## src/verilog/pin_protect_pkg.sv

```systemverilog
/*
  Shared constants for the flash pin protection and strap block: widths,
  address tags of the boot regions, sector numbering and reset values.
  Assumes the top module and the mux address capture refer to it by name.
*/
package pin_protect_pkg;

  // array layout
  localparam int ADDR_W = 18;
  localparam int SECTOR_NUM = 7;
  localparam int STRAP_W = 4;
  localparam int GPI_W = 5;
  localparam int ROW_W = 11;
  localparam int COL_W = 7;

  // address tags: top 16-Kbyte boot sector and uppermost 64-Kbyte region
  localparam logic [3:0] TOP16_TAG = 4'hF;
  localparam logic [1:0] TOP64_TAG = 2'h3;

  // sector numbers of the seven-sector layout
  localparam logic [2:0] SECTOR_SUB32 = 3'h3;
  localparam logic [2:0] SECTOR_SUB8_LO = 3'h4;
  localparam logic [2:0] SECTOR_SUB8_HI = 3'h5;
  localparam logic [2:0] SECTOR_TOP16 = 3'h6;

  // strap value of the boot device
  localparam logic [3:0] BOOT_STRAP_ID = 4'h0;

  // pin synchroniser: 15 pins, all low after reset (resets asserted, locks on)
  localparam int PIN_W = 15;
  localparam logic [14:0] PIN_SYNC_RESET = 15'h0000;

  // values after reset
  localparam logic [4:0] GPI_READBACK_RESET = 5'h00;
  localparam logic [17:0] MUX_ADDR_RESET = 18'h00000;
  localparam logic [10:0] ROW_RESET = 11'h000;
  localparam logic [6:0] COL_RESET = 7'h00;

endpackage : pin_protect_pkg

```

## src/verilog/mux_addr_if.sv

```systemverilog
/*
  Carrier between the top module and the multiplexed address capture:
  synchronised strobe, the eleven reused pins and the assembled address.
  Assumes both ends run on the same clock.
*/
interface mux_addr_if;
  logic enable;
  logic strobe_s;
  logic [10:0] row_bits;
  logic [17:0] addr;
  logic addr_valid;

  modport capture (
    input enable,
    input strobe_s,
    input row_bits,
    output addr,
    output addr_valid
  );

  modport user (
    output enable,
    output strobe_s,
    output row_bits,
    input addr,
    input addr_valid
  );
endinterface : mux_addr_if

```

## src/verilog/mux_addr_capture.sv

```systemverilog
/*
  Row/column address capture of the multiplexed programming interface.
  Assumes strobe and address pins are already synchronised to clk and that
  the programmer keeps each half steady across its strobe edge.
*/
module mux_addr_capture (
  input wire logic clk,
  input wire logic reset,
  mux_addr_if.capture m
);

  logic strobe_d_r;
  logic [10:0] row_r;
  logic [6:0] col_r;
  logic row_seen_r;
  logic valid_r;

  wire strobe_fall = m.enable & strobe_d_r & ~m.strobe_s;
  wire strobe_rise = m.enable & ~strobe_d_r & m.strobe_s;

  always_ff @(posedge clk) begin
    if (reset) begin
      strobe_d_r <= 1'b0;
      row_r <= pin_protect_pkg::ROW_RESET;
      col_r <= pin_protect_pkg::COL_RESET;
      row_seen_r <= 1'b0;
      valid_r <= 1'b0;
    end else begin
      strobe_d_r <= m.strobe_s;
      if (strobe_fall) begin
        row_r <= m.row_bits;
        row_seen_r <= 1'b1;
        valid_r <= 1'b0;
      end
      if (strobe_rise) begin
        col_r <= m.row_bits[6:0];
        valid_r <= row_seen_r;
        row_seen_r <= 1'b0;
      end
      if (!m.enable) begin
        valid_r <= 1'b0;
        row_seen_r <= 1'b0;
      end
    end
  end

  assign m.addr = {col_r, row_r};
  assign m.addr_valid = valid_r;

endmodule : mux_addr_capture

```

## src/verilog/flash_pin_protect_and_strap.sv

```systemverilog
/*
  Pin-level control of a boot flash with a bus interface and a multiplexed
  programming interface: resets, hardware write protection, identity straps,
  general-purpose input readback and pin reuse in programming mode.
  Assumes every pin input is asynchronous to clk; request, lock, cycle type
  and readback strobes come from neighbouring logic on clk.
*/
module flash_pin_protect_and_strap #(
  parameter int ADDR_W = 18,
  parameter int SECTOR_NUM = 7,
  parameter int STRAP_W = 4,
  parameter int GPI_W = 5
) (
  input wire logic clk,
  input wire logic reset,
  // pins
  input wire logic interface_reset_n,
  input wire logic cpu_init_reset_n,
  input wire logic top_sector_lock_n,
  input wire logic write_protect_n,
  input wire logic [3:0] bus_strap_id,
  input wire logic [4:0] gp_inputs,
  input wire logic interface_select,
  input wire logic row_col_strobe,
  // from command and cycle logic
  input wire logic pe_req,
  input wire logic pe_is_erase,
  input wire logic pe_erase_uniform,
  input wire logic [17:0] pe_addr,
  input wire logic [6:0] sector_lock,
  input wire logic hub_cycle,
  input wire logic cycle_id_valid,
  input wire logic [3:0] cycle_id,
  input wire logic gpi_read_start,
  input wire logic read_array_cmd,
  // status and results
  output logic device_reset,
  output logic write_block,
  output logic lad_oe_n,
  output logic read_array_mode,
  output logic mux_mode,
  output logic pe_grant,
  output logic pe_reject,
  output logic device_selected,
  output logic boot_device,
  output logic [4:0] gp_input_readback,
  output logic [17:0] mux_address,
  output logic mux_address_valid,
  output logic read_output_enable_n
);

  // pin synchroniser: stage one feeds stage two only
  logic [14:0] pin_meta_r;
  logic [14:0] pin_sync_r;

  wire [14:0] pin_raw = {row_col_strobe, interface_select, interface_reset_n,
                         cpu_init_reset_n, top_sector_lock_n, write_protect_n,
                         bus_strap_id, gp_inputs};

  always_ff @(posedge clk) begin
    if (reset) begin
      pin_meta_r <= pin_protect_pkg::PIN_SYNC_RESET;
      pin_sync_r <= pin_protect_pkg::PIN_SYNC_RESET;
    end else begin
      pin_meta_r <= pin_raw;
      pin_sync_r <= pin_meta_r;
    end
  end

  wire [4:0] gp_s = pin_sync_r[4:0];
  wire [3:0] id_s = pin_sync_r[8:5];
  wire wp_n_s = pin_sync_r[9];
  wire tbl_n_s = pin_sync_r[10];
  wire init_n_s = pin_sync_r[11];
  wire rst_n_s = pin_sync_r[12];
  wire ic_s = pin_sync_r[13];
  wire strobe_s = pin_sync_r[14];

  // interface selection and reset
  logic mux_mode_r;
  logic device_reset_r;
  logic write_block_r;
  logic lad_oe_n_r;
  logic read_array_mode_r;

  // init is the output enable in programming mode, so it resets only in-system
  wire init_reset_w = ~mux_mode_r & ~init_n_s;
  wire in_reset_w = ~rst_n_s | init_reset_w;

  // select is only looked at while the interface reset holds, so a change
  // during operation has no effect until the next reset
  always_ff @(posedge clk) begin
    if (reset) begin
      mux_mode_r <= 1'b0;
    end else if (!rst_n_s) begin
      mux_mode_r <= ic_s;
    end
  end

  always_ff @(posedge clk) begin
    if (reset) begin
      device_reset_r <= 1'b1;
    end else begin
      device_reset_r <= in_reset_w;
    end
  end

  always_ff @(posedge clk) begin
    if (reset) begin
      write_block_r <= 1'b1;
    end else begin
      write_block_r <= in_reset_w;
    end
  end

  // the bus pins stay released in programming mode, whose data path lies elsewhere
  always_ff @(posedge clk) begin
    if (reset) begin
      lad_oe_n_r <= 1'b1;
    end else begin
      lad_oe_n_r <= in_reset_w | mux_mode_r;
    end
  end

  // sector decode for the seven-sector layout
  wire addr_main = pe_addr[17:16] != pin_protect_pkg::TOP64_TAG;
  wire [2:0] sector_sub = ~pe_addr[15] ? pin_protect_pkg::SECTOR_SUB32 :
                          (pe_addr[14:13] == 2'h0) ? pin_protect_pkg::SECTOR_SUB8_LO :
                          (pe_addr[14:13] == 2'h1) ? pin_protect_pkg::SECTOR_SUB8_HI :
                          pin_protect_pkg::SECTOR_TOP16;
  wire [2:0] sector_idx = addr_main ? {1'b0, pe_addr[17:16]} : sector_sub;

  wire top16_hit = pe_addr[17:14] == pin_protect_pkg::TOP16_TAG;
  wire top64_hit = pe_addr[17:16] == pin_protect_pkg::TOP64_TAG;
  wire uniform_erase = pe_is_erase & pe_erase_uniform;

  // the top boot region follows the erase variant; programs use the 16K sector
  wire top_region_hit = uniform_erase ? top64_hit : top16_hit;

  // pin protection only adds to the lock registers, which it never writes
  wire tbl_block = ~tbl_n_s & top_region_hit;
  wire wp_block = ~wp_n_s & ~top_region_hit;

  // one-hot sector selects; the erase-block select sets bits 3 to 6 together for the top 64K; a lock bit counts where its select is set
  logic [6:0] sector_sel;
  logic [6:0] block_sel;

  for (genvar s = 0; s < SECTOR_NUM; s++) begin : g_sector
    // the sub-sectors together make up the uppermost 64K erase block
    if (s < pin_protect_pkg::SECTOR_SUB32) begin : g_main
      assign block_sel[s] = pe_addr[17:16] == 2'(s);
    end else begin : g_top
      assign block_sel[s] = top64_hit;
    end
    assign sector_sel[s] = sector_idx == 3'(s);
  end

  wire sector_lock_hit = |(sector_sel & sector_lock);
  wire block_lock_hit = |(block_sel & sector_lock);
  wire reg_block = uniform_erase ? block_lock_hit : sector_lock_hit;

  wire pe_allow = ~tbl_block & ~wp_block & ~reg_block;
  wire pe_take = pe_req & ~in_reset_w;
  wire pe_grant_nxt = pe_take & pe_allow;
  wire pe_reject_nxt = pe_take & ~pe_allow;

  // reset and the read array command win over a grant in the same cycle
  always_ff @(posedge clk) begin
    if (reset) begin
      read_array_mode_r <= 1'b1;
    end else if (in_reset_w || read_array_cmd) begin
      read_array_mode_r <= 1'b1;
    end else if (pe_grant_nxt) begin
      read_array_mode_r <= 1'b0;
    end
  end

  logic pe_grant_r;
  logic pe_reject_r;

  always_ff @(posedge clk) begin
    if (reset) begin
      pe_grant_r <= 1'b0;
    end else begin
      pe_grant_r <= pe_grant_nxt;
    end
  end

  always_ff @(posedge clk) begin
    if (reset) begin
      pe_reject_r <= 1'b0;
    end else begin
      pe_reject_r <= pe_reject_nxt;
    end
  end

  // identity straps
  logic device_selected_r;
  logic boot_device_r;

  wire id_match = cycle_id == id_s;
  wire select_nxt = hub_cycle ? id_match : 1'b1;

  always_ff @(posedge clk) begin
    if (reset) begin
      device_selected_r <= 1'b0;
    end else if (cycle_id_valid) begin
      device_selected_r <= select_nxt & ~mux_mode_r;
    end
  end

  always_ff @(posedge clk) begin
    if (reset) begin
      boot_device_r <= 1'b0;
    end else begin
      boot_device_r <= hub_cycle & (id_s == pin_protect_pkg::BOOT_STRAP_ID);
    end
  end

  // general-purpose input readback, sampled once at the start of the read;
  // the system keeps the pins still until the read ends
  logic [4:0] gp_input_readback_r;

  always_ff @(posedge clk) begin
    if (reset) begin
      gp_input_readback_r <= pin_protect_pkg::GPI_READBACK_RESET;
    end else if (gpi_read_start && !mux_mode_r && !in_reset_w) begin
      gp_input_readback_r <= gp_s;
    end
  end

  // programming mode pin reuse
  mux_addr_if mux_bus ();

  assign mux_bus.enable = mux_mode_r & rst_n_s;
  assign mux_bus.strobe_s = strobe_s;
  assign mux_bus.row_bits = {gp_s, wp_n_s, tbl_n_s, id_s};

  mux_addr_capture u_capture (
    .clk(clk),
    .reset(reset),
    .m(mux_bus.capture)
  );

  logic [17:0] mux_address_r;
  logic mux_address_valid_r;
  logic read_output_enable_n_r;

  // one more stage so every output leaves a flip-flop; costs a cycle of latency
  always_ff @(posedge clk) begin
    if (reset) begin
      mux_address_r <= pin_protect_pkg::MUX_ADDR_RESET;
    end else begin
      mux_address_r <= mux_bus.addr;
    end
  end

  always_ff @(posedge clk) begin
    if (reset) begin
      mux_address_valid_r <= 1'b0;
    end else begin
      mux_address_valid_r <= mux_bus.addr_valid;
    end
  end

  // outside programming mode the output enable stays idle whatever init does
  always_ff @(posedge clk) begin
    if (reset) begin
      read_output_enable_n_r <= 1'b1;
    end else begin
      read_output_enable_n_r <= mux_mode_r ? init_n_s : 1'b1;
    end
  end

  assign device_reset = device_reset_r;
  assign write_block = write_block_r;
  assign lad_oe_n = lad_oe_n_r;
  assign read_array_mode = read_array_mode_r;
  assign mux_mode = mux_mode_r;
  assign pe_grant = pe_grant_r;
  assign pe_reject = pe_reject_r;
  assign device_selected = device_selected_r;
  assign boot_device = boot_device_r;
  assign gp_input_readback = gp_input_readback_r;
  assign mux_address = mux_address_r;
  assign mux_address_valid = mux_address_valid_r;
  assign read_output_enable_n = read_output_enable_n_r;

endmodule : flash_pin_protect_and_strap

```

## config.mk

```make
export PLATFORM = sky130hd
export DESIGN_NAME = flash_pin_protect_and_strap
export DESIGN_NICKNAME = d
export VERILOG_FILES = /design/src/verilog/pin_protect_pkg.sv /design/src/verilog/mux_addr_if.sv /design/src/verilog/mux_addr_capture.sv /design/src/verilog/flash_pin_protect_and_strap.sv
export SDC_FILE = /design/constraint.sdc
export NUM_CORES = 1
export LEC_CHECK = 0
export BUFFER_PORTS_ARGS = -buffer_cell sky130_fd_sc_hd__buf_2
export CAP_MARGIN = 20
export CORE_ASPECT_RATIO = 2
export CORE_UTILIZATION = 45
export CTS_CLUSTER_SIZE = 12
export DETAILED_ROUTE_END_ITERATION = 10
export GPL_TIMING_DRIVEN = 1
export PLACE_DENSITY = 0.75
export SLEW_MARGIN = 10
export SYNTH_ARGS = -nofsm -noshare
export SYNTH_HDL_FRONTEND = slang
export SYNTH_SLANG_ARGS = --single-unit
export TNS_END_PERCENT = 20
```

## constraint.sdc

```tcl
create_clock -name clk -period 1.4 [get_ports clk]
set_clock_uncertainty 0.15 [all_clocks]
set_input_delay 0.07 -clock clk [delete_from_list [all_inputs] [get_ports clk]]
set_output_delay 0.07 -clock clk [all_outputs]
set_load 0.05 [all_outputs]
```

## Yosys cells after proc, flatten, opt, wreduce, memory -nomap -nowiden

Index checks and enable logic that the tools add are counted.
W data, S select, Z words.

- Bits in registers: 84
- Input bits: 53
- Word-level logic and storage cells: 91

- Equality and inequality tests: 13
- Mux-type cells: 9
- Bitwise gates (word level): 34
- Reduce and logical (&&, ||, !) cells: 16

Operator list:

| cell | count |
|---|---|
| $and A1 B1 Y1 | 16 |
| $and A7 B7 Y7 | 2 |
| $not A1 Y1 | 14 |
| $reduce_or A7 Y1 | 2 |
| $eq A3 B3 Y1 const B | 3 |
| $eq A3 B2 Y1 const B | 2 |
| $mux W3 | 2 |
| $reduce_or A2 Y1 | 3 |
| $mux W1 | 5 |
| $eq A2 B1 Y1 const B | 2 |
| $eq A2 B2 Y1 const B | 2 |
| $eq A4 B4 Y1 | 1 |
| $eq A4 B4 Y1 const B | 1 |
| $logic_not A2 Y1 | 2 |
| $logic_not A4 Y1 | 1 |
| $mux W2 | 2 |
| $eq A3 B1 Y1 const B | 1 |
| $logic_not A3 Y1 | 1 |
| $reduce_or A3 Y1 | 1 |
| $logic_and A1 B1 Y1 | 2 |
| $logic_not A1 Y1 | 2 |
| $ne A2 B2 Y1 const B | 1 |
| $or A1 B1 Y1 | 2 |
| $reduce_bool A2 Y1 | 1 |
| $logic_or A1 B1 Y1 | 1 |

## Longest topological paths before layout

Gate-level depths: netlist of run 1.

- Depth after elaboration: 13
- Gate-level depth with buffers: 6
- Gate-level depth less buffers: 5

## By module

From an unflattened synthesis of run 1, not the netlist that was laid out.

- Cell total of the unflattened synthesis: 272
- Area, all modules: 2827.7 um^2

By module, submodules not included:

| module | instances | cells each | area each (um^2) |
|---|---|---|---|
| flash_pin_protect_and_strap | 1 | 180 | 2018.2 |
| mux_addr_capture | 1 | 92 | 809.5 |

## Worst setup path after synthesis of run 1

No wires, ideal clock.

- Path kind: reg2reg
- Start point: register mux_mode_r, in the netlist mux_mode
- End point: register pe_grant_r, in the netlist pe_grant
- Arrival: 1.540 ns
- Setup slack: -0.350 ns
- Cell stages (with the launch flop): 5
- Path buffers: 1
- Cell sequence: dfxtp_1 buf_2 o21ai_1 or3b_1 and3b_1

- Longest elaborated chain between the ends: 6

RTL lines:

| item | RTL line | source |
|---|---|---|
| start: declaration | flash_pin_protect_and_strap.sv:80 | `logic mux_mode_r;` |
| start signal: assignment | flash_pin_protect_and_strap.sv:96 | `mux_mode_r <= ic_s;` |
| $not A1 Y1 (no source line) | - |  |
| $and A1 B1 Y1 | flash_pin_protect_and_strap.sv:87 | `wire init_reset_w = ~mux_mode_r & ~init_n_s;` |
| $or A1 B1 Y1 | flash_pin_protect_and_strap.sv:88 | `wire in_reset_w = ~rst_n_s \| init_reset_w;` |
| $not A1 Y1 | flash_pin_protect_and_strap.sv:163 | `wire pe_take = pe_req & ~in_reset_w;` |
| $and A1 B1 Y1 | flash_pin_protect_and_strap.sv:163 |  |
| $and A1 B1 Y1 | flash_pin_protect_and_strap.sv:164 | `wire pe_grant_nxt = pe_take & pe_allow;` |
| end signal: assignment | flash_pin_protect_and_strap.sv:185 | `pe_grant_r <= pe_grant_nxt;` |
| end: declaration | flash_pin_protect_and_strap.sv:178 | `logic pe_grant_r;` |

No other way between the ends.
A chain may end at the register's enable or synchronous reset.

## Final worst setup path of run 1

- Start point: register pin_sync_r[14]
- End point: register u_capture.col_r[1]

- Longest elaborated chain between the ends: 1

RTL lines:

| item | RTL line | source |
|---|---|---|
| start: declaration | flash_pin_protect_and_strap.sv:54 | `logic [14:0] pin_sync_r;` |
| start signal: assignment | flash_pin_protect_and_strap.sv:63 | `pin_sync_r <= pin_protect_pkg::PIN_SYNC_RESET;` |
| start signal: assignment | flash_pin_protect_and_strap.sv:66 | `pin_sync_r <= pin_meta_r;` |
| $and A1 B1 Y1 | mux_addr_capture.sv:19 | `wire strobe_rise = m.enable & ~strobe_d_r & m.strobe_s;` |
| end signal: assignment | mux_addr_capture.sv:25 | `col_r <= pin_protect_pkg::COL_RESET;` |
| end signal: assignment | mux_addr_capture.sv:36 | `col_r <= m.row_bits[6:0];` |
| end: declaration | mux_addr_capture.sv:14 | `logic [6:0] col_r;` |

No other way between the ends.

==> results of run 1 <==
-- how the worst max path moves through the flow --
stage / startpoint / to / cells past startpoint
floorplan: mux_mode$_SDFFE_PP0N_ / gp_input_readback[4]$_SDFFE_PP0P_ / 4
global placement: pe_addr[17] / pe_grant$_SDFF_PP0_ / 6
detailed placement: pe_addr[17] / pe_grant$_SDFF_PP0_ / 6
CTS: pin_sync_r[14]$_SDFF_PP0_ / u_capture.col_r[1]$_SDFFE_PP0P_ / 4
global route: u_capture.strobe_d_r$_SDFF_PP0_ / u_capture.row_r[4]$_SDFFE_PP0P_ / 5
finish: pin_sync_r[14]$_SDFF_PP0_ / u_capture.col_r[1]$_SDFFE_PP0P_ / 4
-- flip-flops by register name (all words and copies together) (netlist names), 5 cells and up --
register	flops
u_capture.col_r	7
pin_sync_r	15
pin_meta_r	15
u_capture.row_r	11
gp_input_readback	5
mux_address	18
-- Yosys cell counts, drive strengths merged --
master	instances
nor3	5
and3b	2
nor4	2
or4b	1
clkbuf	7
nand3b	1
a31oi	1
nand4b	1
a22oi	1
a21oi	17
nor2b	54
nand2	29
nand2b	1
or3	1
buf	7
o221ai	1
or2	1
xnor2	4
a221oi	1
nor2	17
dfxtp	84
nand4	1
a32o	1
inv	3
mux2i	16
or3b	1
o21ai	2
nor4b	1
nand3	2
-- stage by stage --
step | cells | utilization | setup WS (ns)
floorplan | 265 | - | -0.000756
global placement | 394 | 0.536 | -0.00186
detailed placement | 394 | 0.536 | -0.00809
global route | 430 | 0.624 | -0.0389
finish | 430 | 0.624 | 0.0525
CTS | 432 | 0.623 | 0.000512
-- tightest hold or removal path: stages --
cell and delay [ns]:
buf_2 0.07, and3b_2 0.17, nor4_2 0.05, a31oi_1 0.12
-- where the power goes --
group,total [W],internal [W],switching [W]
combinational,0.000268,0.000143,0.000126
clock,0.00230,0.00148,0.000822
sequential,0.00246,0.00244,0.0000244
total,0.00503,0.00406,0.000972
-- cell type report --
class                           instances  area [sq um]  share of cell area
Tap cell                               63          78.8              0.0212
Inverter                                3          11.3             0.00303
Multi-Input combinational cell        164          1010               0.271
Timing Repair Buffer                  100           633               0.170
Clock inverter                          1          30.0             0.00808
Sequential cell                        84          1690               0.454
Clock buffer                           15           268              0.0721
-- per-layer routing --
| layer | part of all wire | vias up |
|---|---|---|
| met5 | 0 | - |
| met4 | 0.045 | 0 |
| met3 | 0.043 | 20 |
| met2 | 0.56 | 65 |
| met1 | 0.35 | 893 |
| li1 | - | 1053 |
-- cells by family (layout without fill, tap and decap cells) --
logic type / Yosys count / count (layout) / synth area share
simple gates: 120 / 120 / 0.239
xor+xnor: 4 / 4 / 0.0127
flops: 84 / 84 / 0.610
mux: 16 / 16 / 0.0581
buf+inv: 17 / 119 / 0.0291
compound gates: 24 / 24 / 0.0508
-- repair_timing --
item,in CTS,in global routing
hold endpoints to repair,20,0
endpoints found under the setup margin,0,17
resized for setup,0,5
setup buffers,0,0
hold buffers,22,0
==> impl_results.md, run 1 <==
* Signed area change from the synthesized netlist to the final layout at 34.8%
* Kind of launch point of the worst setup path: flop
* Clock-pin slew reported for the worst setup and hold paths after clock tree synthesis at 0.06 ns
* Via count of the first global-routing pass at 1976
* Largest delay contributor family on the critical path: simple AND/OR/NAND/NOR gates
* Cell with the largest stage delay on the worst path: dfxtp_1
* Quantity of I/O buffers inserted on ports at 73
* Sinks on the clock net at 84
* Met1 usage in global routing at 0.133
* Sequential element share of the synthesized area at 0.610
* Dominant cells by area after synthesis: dfxtp_1 61%, nor2b_1 12%, mux2i_1 5.8%
* Distinct cells, synth at 38
* Most common cell after layout, fill and taps aside: dfxtp_1
* Layout filler cell count at 489
* Placement Cell Area at about 3200 sq um
* Endpoint of the worst hold path: read_array_mode$_SDFFE_PP1P_
* Global route total overflow at 0
* Violated checks: DRC
* Hold Fails Final Rpt at 0
* Final period demand of the worst path at 1.35 ns
* Hold path startpoint: sector_lock[2]
* Met3 track demand over resource at 0.0426
* Core Rows at 40
* Power per unit of standard cell area at 1350 nW/um^2
* Setup TNS at 0 ns
* Critical path's largest stage delay at 0.34 ns
* Number of remaining DRC errors at 12
* Yosys warning total at 0
* Max Cap Violations at 0
* Outcome: complete, but fails checks
* Initial antenna violation count at 0
* Worst slew margin at 0.748
* Hold-critical path depth at 4
* Highest achievable clock rate at 742 MHz
* Period utilisation layout at 0.963
* Worst hold slack across all endpoints at about 0.036 ns
* Post-synthesis area per instance at 10.4 sq um
* Transition at the pin with the smallest max-transition slack at 0.379 ns
* Global routing met2 resource utilization at 0.316
* Clock tree from TritonCTS: built
* Critical path data required time at about 1.5 ns
* Buffer type at the clock tree root: clkbuf_16
* Boundary Pins at 87
* Chain of cells forming the critical path: nor2b_1 > nand3_4 > mux2i_1 > nor2_1
* Placer Congestion at ~0.81
* Worst setup EP type: flop
* Starting density of the core at 0.463
* Number of DRC markers in iteration 0 at between 50 and 60
* Deepest clock path buffer count at 2
* TritonCTS Buffers at 9
* Pre-antenna DRT Iters at 7
* Number of flip-flops and latches in the synthesized netlist at 84
* Worst Reg-to-Reg Cells at 4
* Post-synthesis cell type with the largest combined area: dfxtp_1
* R2R Setup Slk at 0.05 ns
* WP buf/inv at 0
* Antenna cells at 0
* Leakage dissipation at around 1.7 nW
* Arrival time reported for the critical path endpoint at roughly 1.4 ns
* Worst voltage drop across the vdd grid at 0.000889 V
* CTS H-tree lvls at 3
* Crit-path max FO at 7
* Area of the core at 5960 sq um
* Area of the die at 6460 sq um
* Largest net degree at the start of global routing at 42
* Vertical die dimension at 113 um
* Worst setup path class: reg2reg
* Final count of negative-setup-slack endpoints at 0
* Fraction of final layout cells sized beyond drive strength 1 at 0.272
* Post-Synthesis Net Count at between 300 and 400
* Worst hold-check path type: in2reg
* Total wire length at ~4.9 mm
* Final instance area at 3720 sq um
* GRT Max-Usage Layer: met2
* Area of the mapped netlist at 2760 sq um
* Overall routing resource usage at 0.168
* Net count of the finished layout at 415
* Destination of the worst register-to-register timing path: u_capture.col_r[1]$_SDFFE_PP0P_
* First-pass GRT wire length at 7.96 mm
* Post-detail-place hpwl at roughly 3.4 mm
* Unrepaired setup endpoints after global routing: true
* Total design power at about 0.0050 W
* Clk_lat worst skew at 0.33 ns
* Top library cells by usage in the layout, fill and taps aside: 82 x dfxtp_1, 71 x buf_2, 54 x nor2b_1
* Post-route antenna net violation count at 0
* Width of the die at 57.3 um
* Synthesized instance count at 265
* Vias at 2031
* Average wire per cell in the routed design at ~11 um
* Yosys top cell area share at 0.610
* DR vias/cell at around 4.7
* Slew Limit Fails at 0
* R2r startpoint: pin_sync_r[14]$_SDFF_PP0_
No activity file was read; power rests on OpenSTA's default activity.
==> run 2, diff against run 1 <==
--- a/config.mk
+++ b/config.mk
@@ -7,12 +7,14 @@
 export LEC_CHECK = 0
 export BUFFER_PORTS_ARGS = -buffer_cell sky130_fd_sc_hd__buf_2
 export CAP_MARGIN = 20
+export CELL_PAD_IN_SITES_DETAIL_PLACEMENT = 1
+export CELL_PAD_IN_SITES_GLOBAL_PLACEMENT = 2
 export CORE_ASPECT_RATIO = 2
-export CORE_UTILIZATION = 45
+export CORE_UTILIZATION = 27
 export CTS_CLUSTER_SIZE = 12
 export DETAILED_ROUTE_END_ITERATION = 10
 export GPL_TIMING_DRIVEN = 1
-export PLACE_DENSITY = 0.75
+export PLACE_DENSITY_LB_ADDON = 0.1
 export SLEW_MARGIN = 10
 export SYNTH_ARGS = -nofsm -noshare
 export SYNTH_HDL_FRONTEND = slang
==> impl_results.md, run 2 (same netlist as run 1, synthesis figures left out) <==
* Outcome: complete, but fails checks
* Violated checks: hold timing
* Worst hold slack across all endpoints at -0.00527 ns
* Layout filler cell count at 1174
* Placer Congestion at between 0.6 and 0.7
* Total wire length at 6.27 mm
* Core Rows at 51
* Post-route antenna net violation count at 0
* Area of the core at 9830 sq um
* Cell with the largest stage delay on the worst path: dfxtp_1
* Via count of the first global-routing pass at 2133
* Quantity of I/O buffers inserted on ports at 73
* Slew Limit Fails at 0
* Post CTS Setup Buffer Count at 0
* Largest net degree at the start of global routing at 59
* Hold Fails Final Rpt at 1
* Worst setup EP type: flop
* Average wire per cell in the routed design at 12.2 um
* Most common cell after layout, fill and taps aside: dfxtp_1
* Post-detail-place hpwl at 4.55 mm
* TritonCTS Buffers at 9
* Worst slew margin at 0.753
* Arrival time reported for the critical path endpoint at 1.47 ns
* Clk_lat worst skew at 0.33 ns
* Critical path's largest stage delay at 0.32 ns
* Clock-pin slew reported for the worst setup and hold paths after clock tree synthesis at around 0.06 ns
* Worst setup path class: reg2reg
* Final period demand of the worst path at 1.36 ns
* R2r startpoint: u_capture.strobe_d_r$_SDFF_PP0_
* Unrepaired setup endpoints after global routing: true
* Boundary Pins at just under 90
* Vias at 2135
* Number of DRC markers in iteration 0 at 81
* Buffer type at the clock tree root: clkbuf_16
* Signed area change from the synthesized netlist to the final layout at 43.3%
* Crit-path max FO at 11
* CTS H-tree lvls at 3
* Sinks on the clock net at 84
* Worst Reg-to-Reg Cells at 5
* Chain of cells forming the critical path: nor2b_1 > nor2b_1 > buf_4 > nand2_1 > a21oi_1
* Deepest clock path buffer count at 2
* Period utilisation layout at 0.970
* Overall routing resource usage at 0.127
* Fraction of final layout cells sized beyond drive strength 1 at 0.313
* Transition at the pin with the smallest max-transition slack at 0.370 ns
* Critical path data required time at approximately 1.5 ns
* R2R Setup Slk at 0.04 ns
* Worst voltage drop across the vdd grid at 0.000639 V
* Global route total overflow at 0
* Flip-flop count of the largest register after layout at 18
* Width of the die at 73.4 um
* Clock tree from TritonCTS: built
* Hold-critical path depth at 4
* Pre-antenna DRT Iters at 3
* First-pass GRT wire length at 9.89 mm
* Starting density of the core at 0.280
* Max Cap Violations at 0
* Hold path startpoint: pe_erase_uniform
* Number of remaining DRC errors at 0
* Highest achievable clock rate at 736 MHz
* Worst path most repeated cell: nor2b_1
* Setup TNS at 0 ns
* Antenna cells at 0
* Kind of launch point of the worst setup path: flop
* Destination of the worst register-to-register timing path: u_capture.row_r[2]$_SDFFE_PP0P_
* Power per unit of standard cell area at approximately 1300 nW/um^2
* Net count of the finished layout at 431
* Worst hold-check path type: in2reg
* Endpoint of the worst hold path: pe_reject$_SDFF_PP0_
* Final count of negative-setup-slack endpoints at 0
* Vertical die dimension at 145 um
* Top library cells by usage in the layout, fill and taps aside: 82 x dfxtp_1, 73 x buf_2, 54 x nor2b_1
* Initial antenna violation count at 0
* Leakage dissipation at 1.76 nW
* Area of the die at 10600 sq um
* DR vias/cell at around 4.1
[run 2: worst max path at each step]
stage / from / to / depth (start not counted)
after global routing: u_capture.strobe_d_r$_SDFF_PP0_ / u_capture.row_r[6]$_SDFFE_PP0P_ / 5
after detailed placement: pe_addr[14] / pe_grant$_SDFF_PP0_ / 6
after global placement: pe_addr[17] / pe_grant$_SDFF_PP0_ / 6
final: u_capture.strobe_d_r$_SDFF_PP0_ / u_capture.row_r[2]$_SDFFE_PP0P_ / 5
after CTS: pin_sync_r[14]$_SDFF_PP0_ / u_capture.col_r[4]$_SDFFE_PP0P_ / 4
after floorplan: mux_mode$_SDFFE_PP0N_ / gp_input_readback[4]$_SDFFE_PP0P_ / 4
[run 2: layer usage]
metal  vias up  global-route usage  part of all wire  wire length [um]
met2        56               0.239              0.56              3500
li1       1086                   -                 -                 -
met1       982               0.121              0.37              2350
met5         -                   0                 0                 0
met4         0              0.0759             0.022               141
met3        11              0.0277             0.045               281
[run 2: timing repair]
item | CTS | global route
hold buffers | 22 | 0
gates resized for setup | 1 | 4
endpoints found under the setup margin | 9 | 18
endpoints found under the hold margin | 22 | 0
[run 2: worst max-delay path, delay by kind of cell, from the launching register on]
kind	cells	cell delay (ns)
buffers and inverters	1	0.19
flip-flops	1	0.32
AO/OA/AOI/OAI	1	0.12
AND/OR/NAND/NOR	3	0.50
[run 2: stage by stage]
step	cells	area (sq um)	worst slack (ns)	power, W	util
after global routing	515	3950	-0.0564	0.00540	0.402
final	515	3950	0.0416	0.00519	0.402
after detailed placement	477	3400	-0.147	0.00277	0.346
after global placement	477	3400	-0.0792	0.00277	0.346
after floorplan	265	2770	-0.000756	0.00264	-
after CTS	515	3930	-0.0381	0.00528	0.400
[run 2: cell type report]
type                    count  area, sq um  area share
flip-flops and latches     84         1690       0.427
multi-input cells         164         1020       0.258
repair buffers            116          756       0.191
clock buffers              13          272      0.0687
well taps                 132          165      0.0418
clock inverters             3         42.5      0.0108
inverters                   3         11.3     0.00285
[run 2: where the power goes]
part / switching (W) / total [W] / internal (W)
Clock: 0.000887 / 0.00242 / 0.00154
Combinational: 0.000138 / 0.000305 / 0.000167
Sequential: 0.0000238 / 0.00246 / 0.00244
